$ cat config.mk
export PLATFORM = sky130hd
export DESIGN_NAME = lbc_bus_ctrl
export DESIGN_NICKNAME = d
export VERILOG_FILES = /design/src/lbc_pkg.sv /design/src/lbc_bus_ctrl.sv
export SDC_FILE = /design/constraint.sdc
export NUM_CORES = 1
export LEC_CHECK = 0
export ABC_AREA = 1
export BUFFER_PORTS_ARGS = -buffer_cell sky130_fd_sc_hd__buf_2
export CAP_MARGIN = 20
export CELL_PAD_IN_SITES_DETAIL_PLACEMENT = 2
export CELL_PAD_IN_SITES_GLOBAL_PLACEMENT = 2
export CORE_MARGIN = 2
export CORE_UTILIZATION = 34
export CTS_BUF_LIST = sky130_fd_sc_hd__clkbuf_16
export DETAILED_ROUTE_END_ITERATION = 16
export PLACE_DENSITY = 0.84
export SETUP_SLACK_MARGIN = 0.2
export SYNTH_ARGS = -nofsm -noshare
export SYNTH_HDL_FRONTEND = slang
export SYNTH_HIERARCHICAL = 1
export SYNTH_SLANG_ARGS = --single-unit
$ cat constraint.sdc
create_clock -name sys_clk -period 3.54 [get_ports sys_clk]
set_clock_uncertainty 0.15 [all_clocks]
set_input_delay 0.531 -clock sys_clk [delete_from_list [all_inputs] [get_ports sys_clk]]
set_output_delay 0.531 -clock sys_clk [all_outputs]
set_load 0.005 [all_outputs]
$ cat src/lbc_pkg.sv
// shared types and constants for the local bus cycle controller
package lbc_pkg;

  // ****************************************
  // timing and widths
  // ****************************************
  localparam int LBC_TEST_LOW_CYC = 5;
  localparam int LBC_FIFO_DEPTH = 4;
  localparam logic [2:0] LBC_TEST_CNT_W1 = 3'h5;

  // ****************************************
  // cycle status codes, also the request kind
  // ****************************************
  typedef enum logic [2:0] {
    LBC_CYC_INTERRUPT_ACK_STROBE = 3'h0,
    LBC_CYC_IO_RD = 3'h1,
    LBC_CYC_IO_WR = 3'h2,
    LBC_CYC_HALT = 3'h3,
    LBC_CYC_FETCH = 3'h4,
    LBC_CYC_MEM_RD = 3'h5,
    LBC_CYC_MEM_WR = 3'h6,
    LBC_CYC_PASSIVE = 3'h7
  } lbc_cyc_e;

  // ****************************************
  // bus sequencer states
  // ****************************************
  typedef enum logic [8:0] {
    LBC_ST_IDLE = 9'h001,
    LBC_ST_T1 = 9'h002,
    LBC_ST_T2 = 9'h004,
    LBC_ST_T3 = 9'h008,
    LBC_ST_TW = 9'h010,
    LBC_ST_T4 = 9'h020,
    LBC_ST_HALTED = 9'h040,
    LBC_ST_TSTWAIT = 9'h080,
    LBC_ST_HOLD = 9'h100
  } lbc_state_e;

  // ****************************************
  // carriers
  // ****************************************
  typedef struct packed {
    lbc_cyc_e kind;
    logic [19:0] addr;
    logic [15:0] wdata;
    logic high_byte_enable_b;
    logic last_of_instr;
  } lbc_req_s;

  typedef struct packed {
    logic [15:0] ad_o;
    logic ad_oe_b;
    logic [3:0] a_hi_o;
    logic ctl_oe_b;
    logic high_byte_enable_b;
    logic ale;
    logic rd_b;
    logic wr_b;
    logic interrupt_ack_strobe_b;
    logic m_io;
    logic transceiver_direction;
    logic transceiver_enable_b;
    lbc_cyc_e cycle_status_code;
    logic lock_b;
    logic hold_ack;
  } lbc_pins_s;

  localparam lbc_pins_s LBC_PINS_RST = '{
    ad_o: 16'h0000, ad_oe_b: 1'b1, a_hi_o: 4'h0, ctl_oe_b: 1'b0,
    high_byte_enable_b: 1'b1, ale: 1'b0, rd_b: 1'b1, wr_b: 1'b1,
    interrupt_ack_strobe_b: 1'b1, m_io: 1'b0, transceiver_direction: 1'b1,
    transceiver_enable_b: 1'b1, cycle_status_code: LBC_CYC_PASSIVE,
    lock_b: 1'b1, hold_ack: 1'b0};

endpackage

$ cat src/lbc_bus_ctrl.sv
// request fifo and local bus cycle sequencer
`timescale 1ns/1ps
`default_nettype none

// ****************************************
// request fifo
// ****************************************
module lbc_fifo #(
  parameter int W = 8,
  parameter int D = 4
) (
  // clock and reset
  input wire logic sys_clk,
  input wire logic rst_b,
  input wire logic clk_en,
  // fill side
  input wire logic in_valid,
  output logic in_ready,
  input wire logic [W-1:0] in_data,
  // drain side
  output logic out_valid,
  input wire logic out_ready,
  output logic [W-1:0] out_data
);
  localparam int AW = $clog2(D);
  typedef struct packed {
    logic [D-1:0][W-1:0] mem;
    logic [AW-1:0] wp;
    logic [AW-1:0] rp;
    logic [AW:0] cnt;
  } lbc_fifo_s;
  lbc_fifo_s f_r, f_nxt;
  logic push, pop;
  // full only when every slot holds a word
  assign in_ready = f_r.cnt < (AW+1)'(D);
  assign out_valid = f_r.cnt != '0;
  assign out_data = f_r.mem[f_r.rp];
  assign push = in_valid && in_ready;
  assign pop = out_valid && out_ready;
  always_comb begin
    f_nxt = f_r;
    if (push) begin
      f_nxt.mem[f_r.wp] = in_data;
      f_nxt.wp = (f_r.wp == AW'(D - 1)) ? '0 : f_r.wp + 1'b1;
    end
    if (pop) begin
      f_nxt.rp = (f_r.rp == AW'(D - 1)) ? '0 : f_r.rp + 1'b1;
    end
    f_nxt.cnt = f_r.cnt + (AW+1)'(push) - (AW+1)'(pop);
  end
  always_ff @(posedge sys_clk) begin
    if (!rst_b) begin
      f_r <= '0;
    end else if (clk_en) begin
      f_r <= f_nxt;
    end
  end
endmodule // lbc_fifo

// ****************************************
// bus cycle sequencer
// ****************************************
// Contract
// - minimum mode halt gives one address strobe and no control strobe
// - maximum mode halt drives halt code on cycle status outputs
// - hold while halted keeps halt and reissues the halt indication after
// - halt is left only by interrupt request or reset
// - lock output goes low the cycle after the lock prefix decode
// - lock released at end of last bus cycle of the locked instruction
// - hold request during lock is held off and granted after release if still asserted
// - wait with test high suspends, idles, runs no bus cycles until low
// - hold while waiting on test floats all bus drivers
// - interrupt while waiting refetches wait and services the interrupt
// - strap high drives own strobes, strap low emits cycle status
// - every cycle starts in the first state, with an address strobe in minimum mode only
// - memory versus io select valid from first through fourth state
// - read floats the bus and asserts read in the second state
// - minimum mode drives transceiver direction and enable
// - write data driven from second state through the fourth
// - write strobe from second state through third and wait states
// - high byte enable and low address bit select the byte lanes
// - interrupt ack is two back to back cycles, type times four
// - maximum mode status encodes cycle type, strobes left to controller
// - status codes 000 ack to 111 passive as tabled
// - cycles take four states, wait states between third and fourth
module lbc_bus_ctrl (
  // clock, reset, enable
  input wire logic sys_clk,
  input wire logic rst_b,
  input wire logic clk_en,
  // bus requests from the execution side
  input wire logic req_valid,
  output logic req_ready,
  input wire lbc_pkg::lbc_req_s req_data,
  // execution side controls
  input wire logic lock_prefix_decoded,
  input wire logic wait_cmd,
  input wire logic int_enabled,
  // execution side answers
  output logic rsp_valid,
  output logic [15:0] rsp_data,
  output logic [9:0] vector_addr,
  output logic vector_valid,
  output logic wait_done,
  output logic wait_refetch,
  output logic halted,
  // pins from outside
  input wire logic mode_strap,
  input wire logic ready,
  input wire logic test_b,
  input wire logic intr,
  input wire logic hold_req,
  input wire logic [15:0] ad_i,
  // pins to outside
  output lbc_pkg::lbc_pins_s pins
);
  import lbc_pkg::*;

  // ****************************************
  // state
  // ****************************************
  typedef struct packed {
    logic [1:0] strap_sy;
    logic [1:0] ready_sy;
    logic [1:0] test_sy;
    logic [1:0] intr_sy;
    logic [1:0] hold_sy;
    logic [1:0][15:0] ad_sy;
    lbc_state_e st;
    lbc_req_s cur;
    logic interrupt_ack_strobe_second;
    logic lock;
    logic ret_halt;
    logic ret_wait;
    logic [2:0] test_cnt;
    logic rsp_valid;
    logic [15:0] rsp_data;
    logic vector_valid;
    logic [9:0] vector_addr;
    logic wait_done;
    logic wait_refetch;
    lbc_pins_s pins;
  } lbc_top_s;
  lbc_top_s s_r, s_nxt;
  logic fifo_valid;
  logic fifo_pop;
  lbc_req_s fifo_data;
  logic mn, rdy_s, test_s, intr_s, hold_s, rd, wr, ia;
  assign mn = s_r.strap_sy[1];
  assign rdy_s = s_r.ready_sy[1];
  assign test_s = s_r.test_sy[1];
  assign intr_s = s_r.intr_sy[1];
  assign hold_s = s_r.hold_sy[1];
  lbc_fifo #(.W($bits(lbc_req_s)), .D(LBC_FIFO_DEPTH)) u_fifo (
    .sys_clk(sys_clk),
    .rst_b(rst_b),
    .clk_en(clk_en),
    .in_valid(req_valid),
    .in_ready(req_ready),
    .in_data(req_data),
    .out_valid(fifo_valid),
    .out_ready(fifo_pop),
    .out_data(fifo_data)
  );
  // ****************************************
  // lane helpers
  // ****************************************
  function automatic logic [15:0] lbc_lane_rd(input logic bhe_b, input logic a0, input logic [15:0] bus);
    unique case ({bhe_b, a0})
      2'b00: lbc_lane_rd = bus;
      2'b01: lbc_lane_rd = {8'h00, bus[15:8]};
      2'b10: lbc_lane_rd = {8'h00, bus[7:0]};
      default: lbc_lane_rd = 16'h0000;
    endcase
  endfunction
  function automatic logic [15:0] lbc_lane_wr(input logic bhe_b, input logic a0, input logic [15:0] d);
    unique case ({bhe_b, a0})
      2'b01: lbc_lane_wr = {d[7:0], 8'h00};
      default: lbc_lane_wr = d;
    endcase
  endfunction
  function automatic logic lbc_is_read(input lbc_cyc_e k);
    lbc_is_read = (k == LBC_CYC_IO_RD) || (k == LBC_CYC_FETCH) || (k == LBC_CYC_MEM_RD);
  endfunction
  // ****************************************
  // next state
  // ****************************************
  always_comb begin
    lbc_state_e st_nx;
    s_nxt = s_r;
    st_nx = s_r.st;
    fifo_pop = 1'b0;
    s_nxt.strap_sy = {s_r.strap_sy[0], mode_strap};
    s_nxt.ready_sy = {s_r.ready_sy[0], ready};
    s_nxt.test_sy = {s_r.test_sy[0], test_b};
    s_nxt.intr_sy = {s_r.intr_sy[0], intr};
    s_nxt.hold_sy = {s_r.hold_sy[0], hold_req};
    s_nxt.ad_sy = {s_r.ad_sy[0], ad_i};
    s_nxt.rsp_valid = 1'b0;
    s_nxt.vector_valid = 1'b0;
    s_nxt.wait_done = 1'b0;
    s_nxt.wait_refetch = 1'b0;
    if (lock_prefix_decoded) begin
      s_nxt.lock = 1'b1;
    end
    unique case (s_r.st)
      LBC_ST_IDLE: begin
        if (hold_s && !s_r.lock) begin
          st_nx = LBC_ST_HOLD;
        end else if (wait_cmd) begin
          if (test_s) begin
            st_nx = LBC_ST_TSTWAIT;
            s_nxt.test_cnt = '0;
          end else begin
            s_nxt.wait_done = 1'b1;
          end
        end else if (fifo_valid) begin
          fifo_pop = 1'b1;
          s_nxt.cur = fifo_data;
          s_nxt.interrupt_ack_strobe_second = 1'b0;
          st_nx = LBC_ST_T1;
        end
      end
      LBC_ST_T1: begin
        st_nx = (s_r.cur.kind == LBC_CYC_HALT) ? LBC_ST_HALTED : LBC_ST_T2;
      end
      LBC_ST_T2: st_nx = LBC_ST_T3;
      LBC_ST_T3, LBC_ST_TW: begin
        if (rdy_s) begin
          st_nx = LBC_ST_T4;
          s_nxt.rsp_data = lbc_lane_rd(s_r.cur.high_byte_enable_b, s_r.cur.addr[0], s_r.ad_sy[1]);
          s_nxt.vector_addr = {s_r.ad_sy[1][7:0], 2'b00};
        end else begin
          st_nx = LBC_ST_TW;
        end
      end
      LBC_ST_T4: begin
        st_nx = LBC_ST_IDLE;
        if (s_r.cur.kind == LBC_CYC_INTERRUPT_ACK_STROBE) begin
          if (!s_r.interrupt_ack_strobe_second) begin
            s_nxt.interrupt_ack_strobe_second = 1'b1;
            st_nx = LBC_ST_T1;
          end else begin
            s_nxt.vector_valid = 1'b1;
          end
        end else if (lbc_is_read(s_r.cur.kind)) begin
          s_nxt.rsp_valid = 1'b1;
        end
        if (s_r.cur.last_of_instr && !lock_prefix_decoded) begin
          s_nxt.lock = 1'b0;
        end
      end
      LBC_ST_HALTED: begin
        if (intr_s) begin
          st_nx = LBC_ST_IDLE;
        end else if (hold_s && !s_r.lock) begin
          st_nx = LBC_ST_HOLD;
          s_nxt.ret_halt = 1'b1;
        end
      end
      LBC_ST_TSTWAIT: begin
        s_nxt.test_cnt = test_s ? '0 : s_r.test_cnt + 3'h1;
        if (!test_s && s_r.test_cnt == LBC_TEST_CNT_W1 - 3'h1) begin
          st_nx = LBC_ST_IDLE;
          s_nxt.wait_done = 1'b1;
        end else if (intr_s && int_enabled) begin
          st_nx = LBC_ST_IDLE;
          s_nxt.wait_refetch = 1'b1;
        end else if (hold_s && !s_r.lock) begin
          st_nx = LBC_ST_HOLD;
          s_nxt.ret_wait = 1'b1;
        end
      end
      LBC_ST_HOLD: begin
        if (!hold_s) begin
          s_nxt.ret_halt = 1'b0;
          s_nxt.ret_wait = 1'b0;
          if (s_r.ret_halt) begin
            st_nx = LBC_ST_T1;
          end else if (s_r.ret_wait) begin
            st_nx = LBC_ST_TSTWAIT;
            s_nxt.test_cnt = '0;
          end else begin
            st_nx = LBC_ST_IDLE;
          end
        end
      end
    endcase
    s_nxt.st = st_nx;

    // pins follow the state being entered
    rd = lbc_is_read(s_nxt.cur.kind);
    wr = (s_nxt.cur.kind == LBC_CYC_IO_WR) || (s_nxt.cur.kind == LBC_CYC_MEM_WR);
    ia = s_nxt.cur.kind == LBC_CYC_INTERRUPT_ACK_STROBE;
    s_nxt.pins = LBC_PINS_RST;
    s_nxt.pins.lock_b = !s_nxt.lock;
    s_nxt.pins.m_io = s_r.pins.m_io;
    if (st_nx inside {LBC_ST_T1, LBC_ST_T2, LBC_ST_T3, LBC_ST_TW, LBC_ST_T4}) begin
      s_nxt.pins.m_io = s_nxt.cur.kind[2];
      s_nxt.pins.high_byte_enable_b = s_nxt.cur.high_byte_enable_b;
      s_nxt.pins.a_hi_o = s_nxt.cur.addr[19:16];
      s_nxt.pins.transceiver_direction = !(rd || ia);
    end
    unique case (st_nx)
      LBC_ST_T1: begin
        s_nxt.pins.ale = mn;
        s_nxt.pins.ad_o = s_nxt.cur.addr[15:0];
        s_nxt.pins.ad_oe_b = ia;
        s_nxt.pins.cycle_status_code = mn ? LBC_CYC_PASSIVE : s_nxt.cur.kind;
      end
      LBC_ST_T2: begin
        s_nxt.pins.cycle_status_code = mn ? LBC_CYC_PASSIVE : s_nxt.cur.kind;
        s_nxt.pins.transceiver_enable_b = !mn;
        s_nxt.pins.rd_b = !(mn && rd);
        s_nxt.pins.interrupt_ack_strobe_b = !(mn && ia);
        s_nxt.pins.wr_b = !(mn && wr);
        s_nxt.pins.ad_oe_b = !wr;
        s_nxt.pins.ad_o = lbc_lane_wr(s_nxt.cur.high_byte_enable_b, s_nxt.cur.addr[0], s_nxt.cur.wdata);
      end
      LBC_ST_T3, LBC_ST_TW: begin
        s_nxt.pins.transceiver_enable_b = !mn;
        s_nxt.pins.rd_b = !(mn && rd);
        s_nxt.pins.interrupt_ack_strobe_b = !(mn && ia);
        s_nxt.pins.wr_b = !(mn && wr);
        s_nxt.pins.ad_oe_b = !wr;
        s_nxt.pins.ad_o = s_r.pins.ad_o;
      end
      LBC_ST_T4: begin
        s_nxt.pins.transceiver_enable_b = !mn;
        s_nxt.pins.ad_oe_b = !wr;
        s_nxt.pins.ad_o = s_r.pins.ad_o;
      end
      LBC_ST_HOLD: begin
        s_nxt.pins.ctl_oe_b = 1'b1;
        s_nxt.pins.hold_ack = 1'b1;
      end
      default: ;
    endcase
  end
  always_ff @(posedge sys_clk) begin
    if (!rst_b) begin
      s_r <= '0;
      s_r.st <= LBC_ST_IDLE;
      s_r.pins <= LBC_PINS_RST;
      s_r.cur.kind <= LBC_CYC_PASSIVE;
    end else if (clk_en) begin
      s_r <= s_nxt;
    end
  end
  // ****************************************
  // outputs
  // ****************************************
  assign pins = s_r.pins;
  assign rsp_valid = s_r.rsp_valid;
  assign rsp_data = s_r.rsp_data;
  assign vector_valid = s_r.vector_valid;
  assign vector_addr = s_r.vector_addr;
  assign wait_done = s_r.wait_done;
  assign wait_refetch = s_r.wait_refetch;
  // still halted through a hold and the reissued halt cycle
  assign halted = (s_r.st == LBC_ST_HALTED) || s_r.ret_halt || (s_r.st == LBC_ST_T1 && s_r.cur.kind == LBC_CYC_HALT);
endmodule // lbc_bus_ctrl

`default_nettype wire

# ---- Yosys cells after proc, flatten, opt, wreduce, memory -nomap -nowiden
# Index checks and enable logic that the tools add are counted.
dict set report word_totals {
  regBits 332
  in_bits 69
  output_inout_bits 67
}
dict set report classes {
  add_sub_neg 5
  n_lt_le_gt_ge 4
  n_eq_ne 44
  mux 76
  bitwise_logic 3
  n_reduce_logical 53
}
# op n
set op_table {}
lappend op_table {{$bwmux 164} 1}
lappend op_table {{$mux 42} 3}
lappend op_table {{$mux 41} 3}
lappend op_table {{$mux 9} 10}
lappend op_table {{$bmux 41 s2} 1}
lappend op_table {{$demux 41 s2} 1}
lappend op_table {{$pmux 9 s8} 1}
lappend op_table {{$pmux 17 s3} 1}
lappend op_table {{$pmux 16 s3} 1}
lappend op_table {{$mux 1} 30}
lappend op_table {{$mux 3} 9}
lappend op_table {{$ne 2x2->1 const B} 13}
lappend op_table {{$eq 3x3->1 const B} 6}
lappend op_table {{$eq 9x2->1 const B} 2}
lappend op_table {{$eq 9x3->1 const B} 2}
lappend op_table {{$eq 9x4->1 const B} 2}
lappend op_table {{$eq 9x5->1 const B} 2}
lappend op_table {{$eq 9x6->1 const B} 2}
lappend op_table {{$eq 9x9->1 const B} 2}
lappend op_table {{$mux 16} 1}
lappend op_table {{$reduce_and 6->1} 2}
lappend op_table {{$logic_and 1x1->1} 11}
lappend op_table {{$logic_not 1->1} 10}
lappend op_table {{$reduce_and 5->1} 2}
lappend op_table {{other kinds (36)} 67}

# ---- Depth between registers and ports, before layout
dict set report logic_depth {
  depth_word 12
  depth_mapped 19
  depth_no_buf 17
}

# ---- Cells and area by module
# Netlist, hierarchy kept.
# module n_inst cells_per_inst area_per_inst_um2 seq_area_each_um2
set by_module_without_submodules {}
lappend by_module_without_submodules {lbc_bus_ctrl 1 1161 7946.4 3223.1}
lappend by_module_without_submodules {lbc_fifo 1 1023 7498.4 3423.3}

# ---- Least setup slack after synthesis
# OpenSTA, ideal clock, no wires.
dict set report synth_path {
  kind {input port to flip-flop}
  from {input wait_cmd}
  to {register u_fifo/f_r[1] in the netlist's numbering}
  setup_time_ns 0.120
  arrival_time_ns 2.624
  t_required_ns 3.270
  path_slack_ns 0.646
  cell_stages 14
  path_cell_list {inv_1 -> nand2_1 -> nor2_1 -> nand2_2 -> inv_2 -> buf_4 -> buf_2 -> a21boi_0 -> ha_1 -> inv_1 -> ha_1 -> fa_1 -> o21ai_0 -> a21oi_1}
}
# item line_no
set synth_lines {}
lappend synth_lines {{start: declaration} lbc_bus_ctrl.sv:97} ;# input wire logic wait_cmd,
lappend synth_lines {{end signal: assignment} lbc_bus_ctrl.sv:55} ;# f_r <= f_nxt;
lappend synth_lines {{end: declaration} lbc_bus_ctrl.sv:32} ;# lbc_fifo_s f_r, f_nxt;

# ---- Worst setup path in the final report
dict set report layout_path {
  from {register s_r[121] in the netlist's numbering}
  to {register pins[11] (netlist name)}
}
dict set report layout_via {
  elab_chain_cells 6
}
# item line_no
set layout_lines {}
lappend layout_lines {{start: declaration} lbc_bus_ctrl.sv:144} ;# lbc_top_s s_r, s_nxt;
lappend layout_lines {{start signal: assignment} lbc_bus_ctrl.sv:347} ;# s_r <= s_nxt;
lappend layout_lines {{branches (longest 3 deep; another with $eq 9x4->1)} -}
lappend layout_lines {{$pmux 9 s8 (*)} lbc_bus_ctrl.sv:206} ;# unique case (s_r.st)
lappend layout_lines {{$eq 9x2->1 (*)} lbc_bus_ctrl.sv:304} ;# unique case (st_nx)
lappend layout_lines {{$mux 1 (*)} lbc_bus_ctrl.sv:304}
# Every way passes the cells marked *.
# A chain may end at the register's enable or synchronous reset.

==> impl_metrics.tcl <==
set metrics [dict create \
    synth_edf_count 0 \
    final_antenna_net_count 0 \
    firstDrtPassIters 4 \
    max-slew-margin-rel 0.478 \
    gp_congestion 0.868 \
    yosysTopAreaCell "dfxtp_1" \
    fin_crit_ns 2.89 \
    area_growth_pct 11.6 \
    nets 2256 \
    grt_max_degree 97 \
    netlist_top_cells_area "dfxtp_1 (43%), nand2_1 (11%), a21oi_1 (8.3%)" \
    syn_avg_cell_area_um2 7.07 \
    hold_path.class "primary input to flop" \
    cts_made_buffers 41 \
    antenna_found_initial 2 \
    remaining_drc_errors 0 \
    period_share 0.816 \
    final_hold_viol_count 0 \
    outcome "finished clean" \
    grt_pass1_wl_um 92300 \
    num_io_pins 136 \
    layout-drive-gt1-share 0.123 \
    via_per_inst 5.39 \
    worst_setup_path_end_kind "flop" \
    pwr_density_cell_nw_per_um2 520 \
    synth-async-reset-ratio 0 \
    ys_warn_count 6 \
    critical_path_class "flop to flop" \
    rsz0062_at_grt "false" \
    cts_root_buf "clkbuf_16" \
    max_freq_ghz 0.346 \
    layout_common_cells "nand2_1 (468), dfxtp_1 (331), nor2_1 (257), a21oi_1 (255), nand3_1 (226)" \
    cts_resized 0 \
    leakage_nw 6.92 \
    cts_hold_buf 0 \
    clock_latency_ns 0.59 \
    rows 78 \
    maxCapViolCount 0 \
    final_util 0.382 \
    drtIter0Drc 761 \
    die_y_um 217 \
    setup_violations 0 \
    critical_path_arrival_ns 3.21 \
    required_ns 3.86 \
    pre_cts_ws_ns 0.615 \
    p_total_mw 8.97 \
    clkSlewWorstSetupHoldPaths_ns 0.06 \
    layout_commonest_cell "nand2_1" \
    io_buffers 133 \
    die_w_um 217 \
    setup_ws_ns 0.650 \
    wl_per_cell_um 20.9 \
    cts_setup_buffers 0 \
    ys_seq_area_frac 0.430 \
    grt_overflow 0 \
    core_area_um2 45100 \
    clock_path_buffers 3 \
    start_util 0.343 \
    synth_cell_types 47 \
    htree_num_levels 2 \
    syn_area_um2 15400 \
    cts.sinks 332 \
    track_usage 0.247 \
    syn-instance-count 2184 \
    synth_top_area_share 0.430 \
    crit_path_max_fanout 17 \
    finalSetupTns_ns 0 \
    totalWireLength_um 58800 \
    vdd_drop_max_mv 0.273 \
    finalMaxSlewViolations 0 \
    cts_tree "built" \
    crit_path_start_kind "flop" \
    rrSetupSlack_ns 0.65 \
    place_hpwl_um 37700 \
    grt_pass1_vias 16400 \
    tightest_slew_ns 0.775 \
    num_vias 15100 \
    synth_flop_cell "dfxtp_1" \
    antennaDiodeCount 0 \
    dieArea_um2 47100 \
    synth-seq-cells 332 \
]
[layout make-up]
| type | count | area (µm²) |
|---|---|---|
| inverters | 97 | 374 |
| well taps | 600 | 751 |
| fillers | 5286 | 27800 |
| clock inverters | 33 | 249 |
| multi-input cells | 1538 | 7200 |
| flip-flops and latches | 332 | 6650 |
| clock buffers | 41 | 1030 |
| repair buffers | 167 | 996 |
[registers in the layout (all words and copies together), names as in the netlist]
name,flops
rsp_data,16
u_fifo/f_r,171
rsp_valid,1
intr_s,1
wait_refetch,1
s_r,74
pins,34
hold_s,1
wait_done,1
rdy_s,1
s_nxt,21
vector_valid,1
mn,1
vector_addr,8
[power by group]
group | switching [mW] | internal, mW
clock | 1.76 | 2.27
combinational | 0.716 | 0.273
sequential | 0.0928 | 3.86
total | 2.57 | 6.40
[worst max-delay path, cell delays in order (launching register included)]
cell	delay, ns
dfxtp_1	0.59
inv_4	0.13
nand3_1	0.14
nor2_1	0.06
nand2_2	0.09
nand2_2	0.13
nand2_1	0.23
nand2_1	0.12
nor2_2	0.24
nand2_2	0.19
nor2_8	0.33
nand3_1	0.21
a21oi_1	0.18
[synth_stat cells, types with 9 or more instances]
master / count
buf_2: 13
a21oi_1: 255
buf_1: 16
nand2_1: 468
nor2_1: 257
nand3_1: 226
nand2_2: 9
dfxtp_1: 332
nand4_1: 12
ha_1: 9
buf_4: 64
o21ai_0: 179
o22ai_1: 41
nor3_1: 10
inv_1: 83
a211oi_1: 12
buf_6: 20
nor2_2: 10
inv_2: 13
clkbuf_1: 104
[per-stage QoR]
step / instance area [µm²] / cells / hold WS (ns)
finish: 17200 / 2808 / 0.0326
global route: 17200 / 2808 / 0.0281
CTS: 17200 / 2808 / 0.00210
detailed placement: 16000 / 2734 / 0.300
global placement: 16000 / 2734 / 0.289
floorplan: 15400 / 2185 / 0.276
[final timing paths]
kind | endpoint | startpoint | cells past startpoint
worst max register to register | pins[11]$_SDFFE_PN0P_ | s_r[121]$_SDFFE_PN0P_ | 12
worst min-delay path | s_nxt[149]$_SDFFE_PN0P_ | ad_i[11] | 3
worst max-delay path | pins[11]$_SDFFE_PN0P_ | s_r[121]$_SDFFE_PN0P_ | 12
worst min register to register | pins[12]$_SDFFE_PN1P_ | pins[12]$_SDFFE_PN1P_ | 2
[per-layer routing]
metal  track usage  part of all wire
met1         0.304              0.44
met2         0.437              0.49
met3        0.0436             0.042
met4        0.0776             0.027
met5             0           0.00043
[cell families after synthesis]
kind of cell               count (synthesis)  synth area share
xor gates and xnor gates                   1          0.000567
buffers and inverters                    315             0.104
AOI/OAI and AO/OA                        515             0.177
adders and majority gates                 10           0.00859
DFF                                      332             0.430
other                                      1          0.000243
muxes                                      1          0.000729
and+or+nand+nor                         1009             0.279
Note: power is estimated with default switching activity, not from simulation.
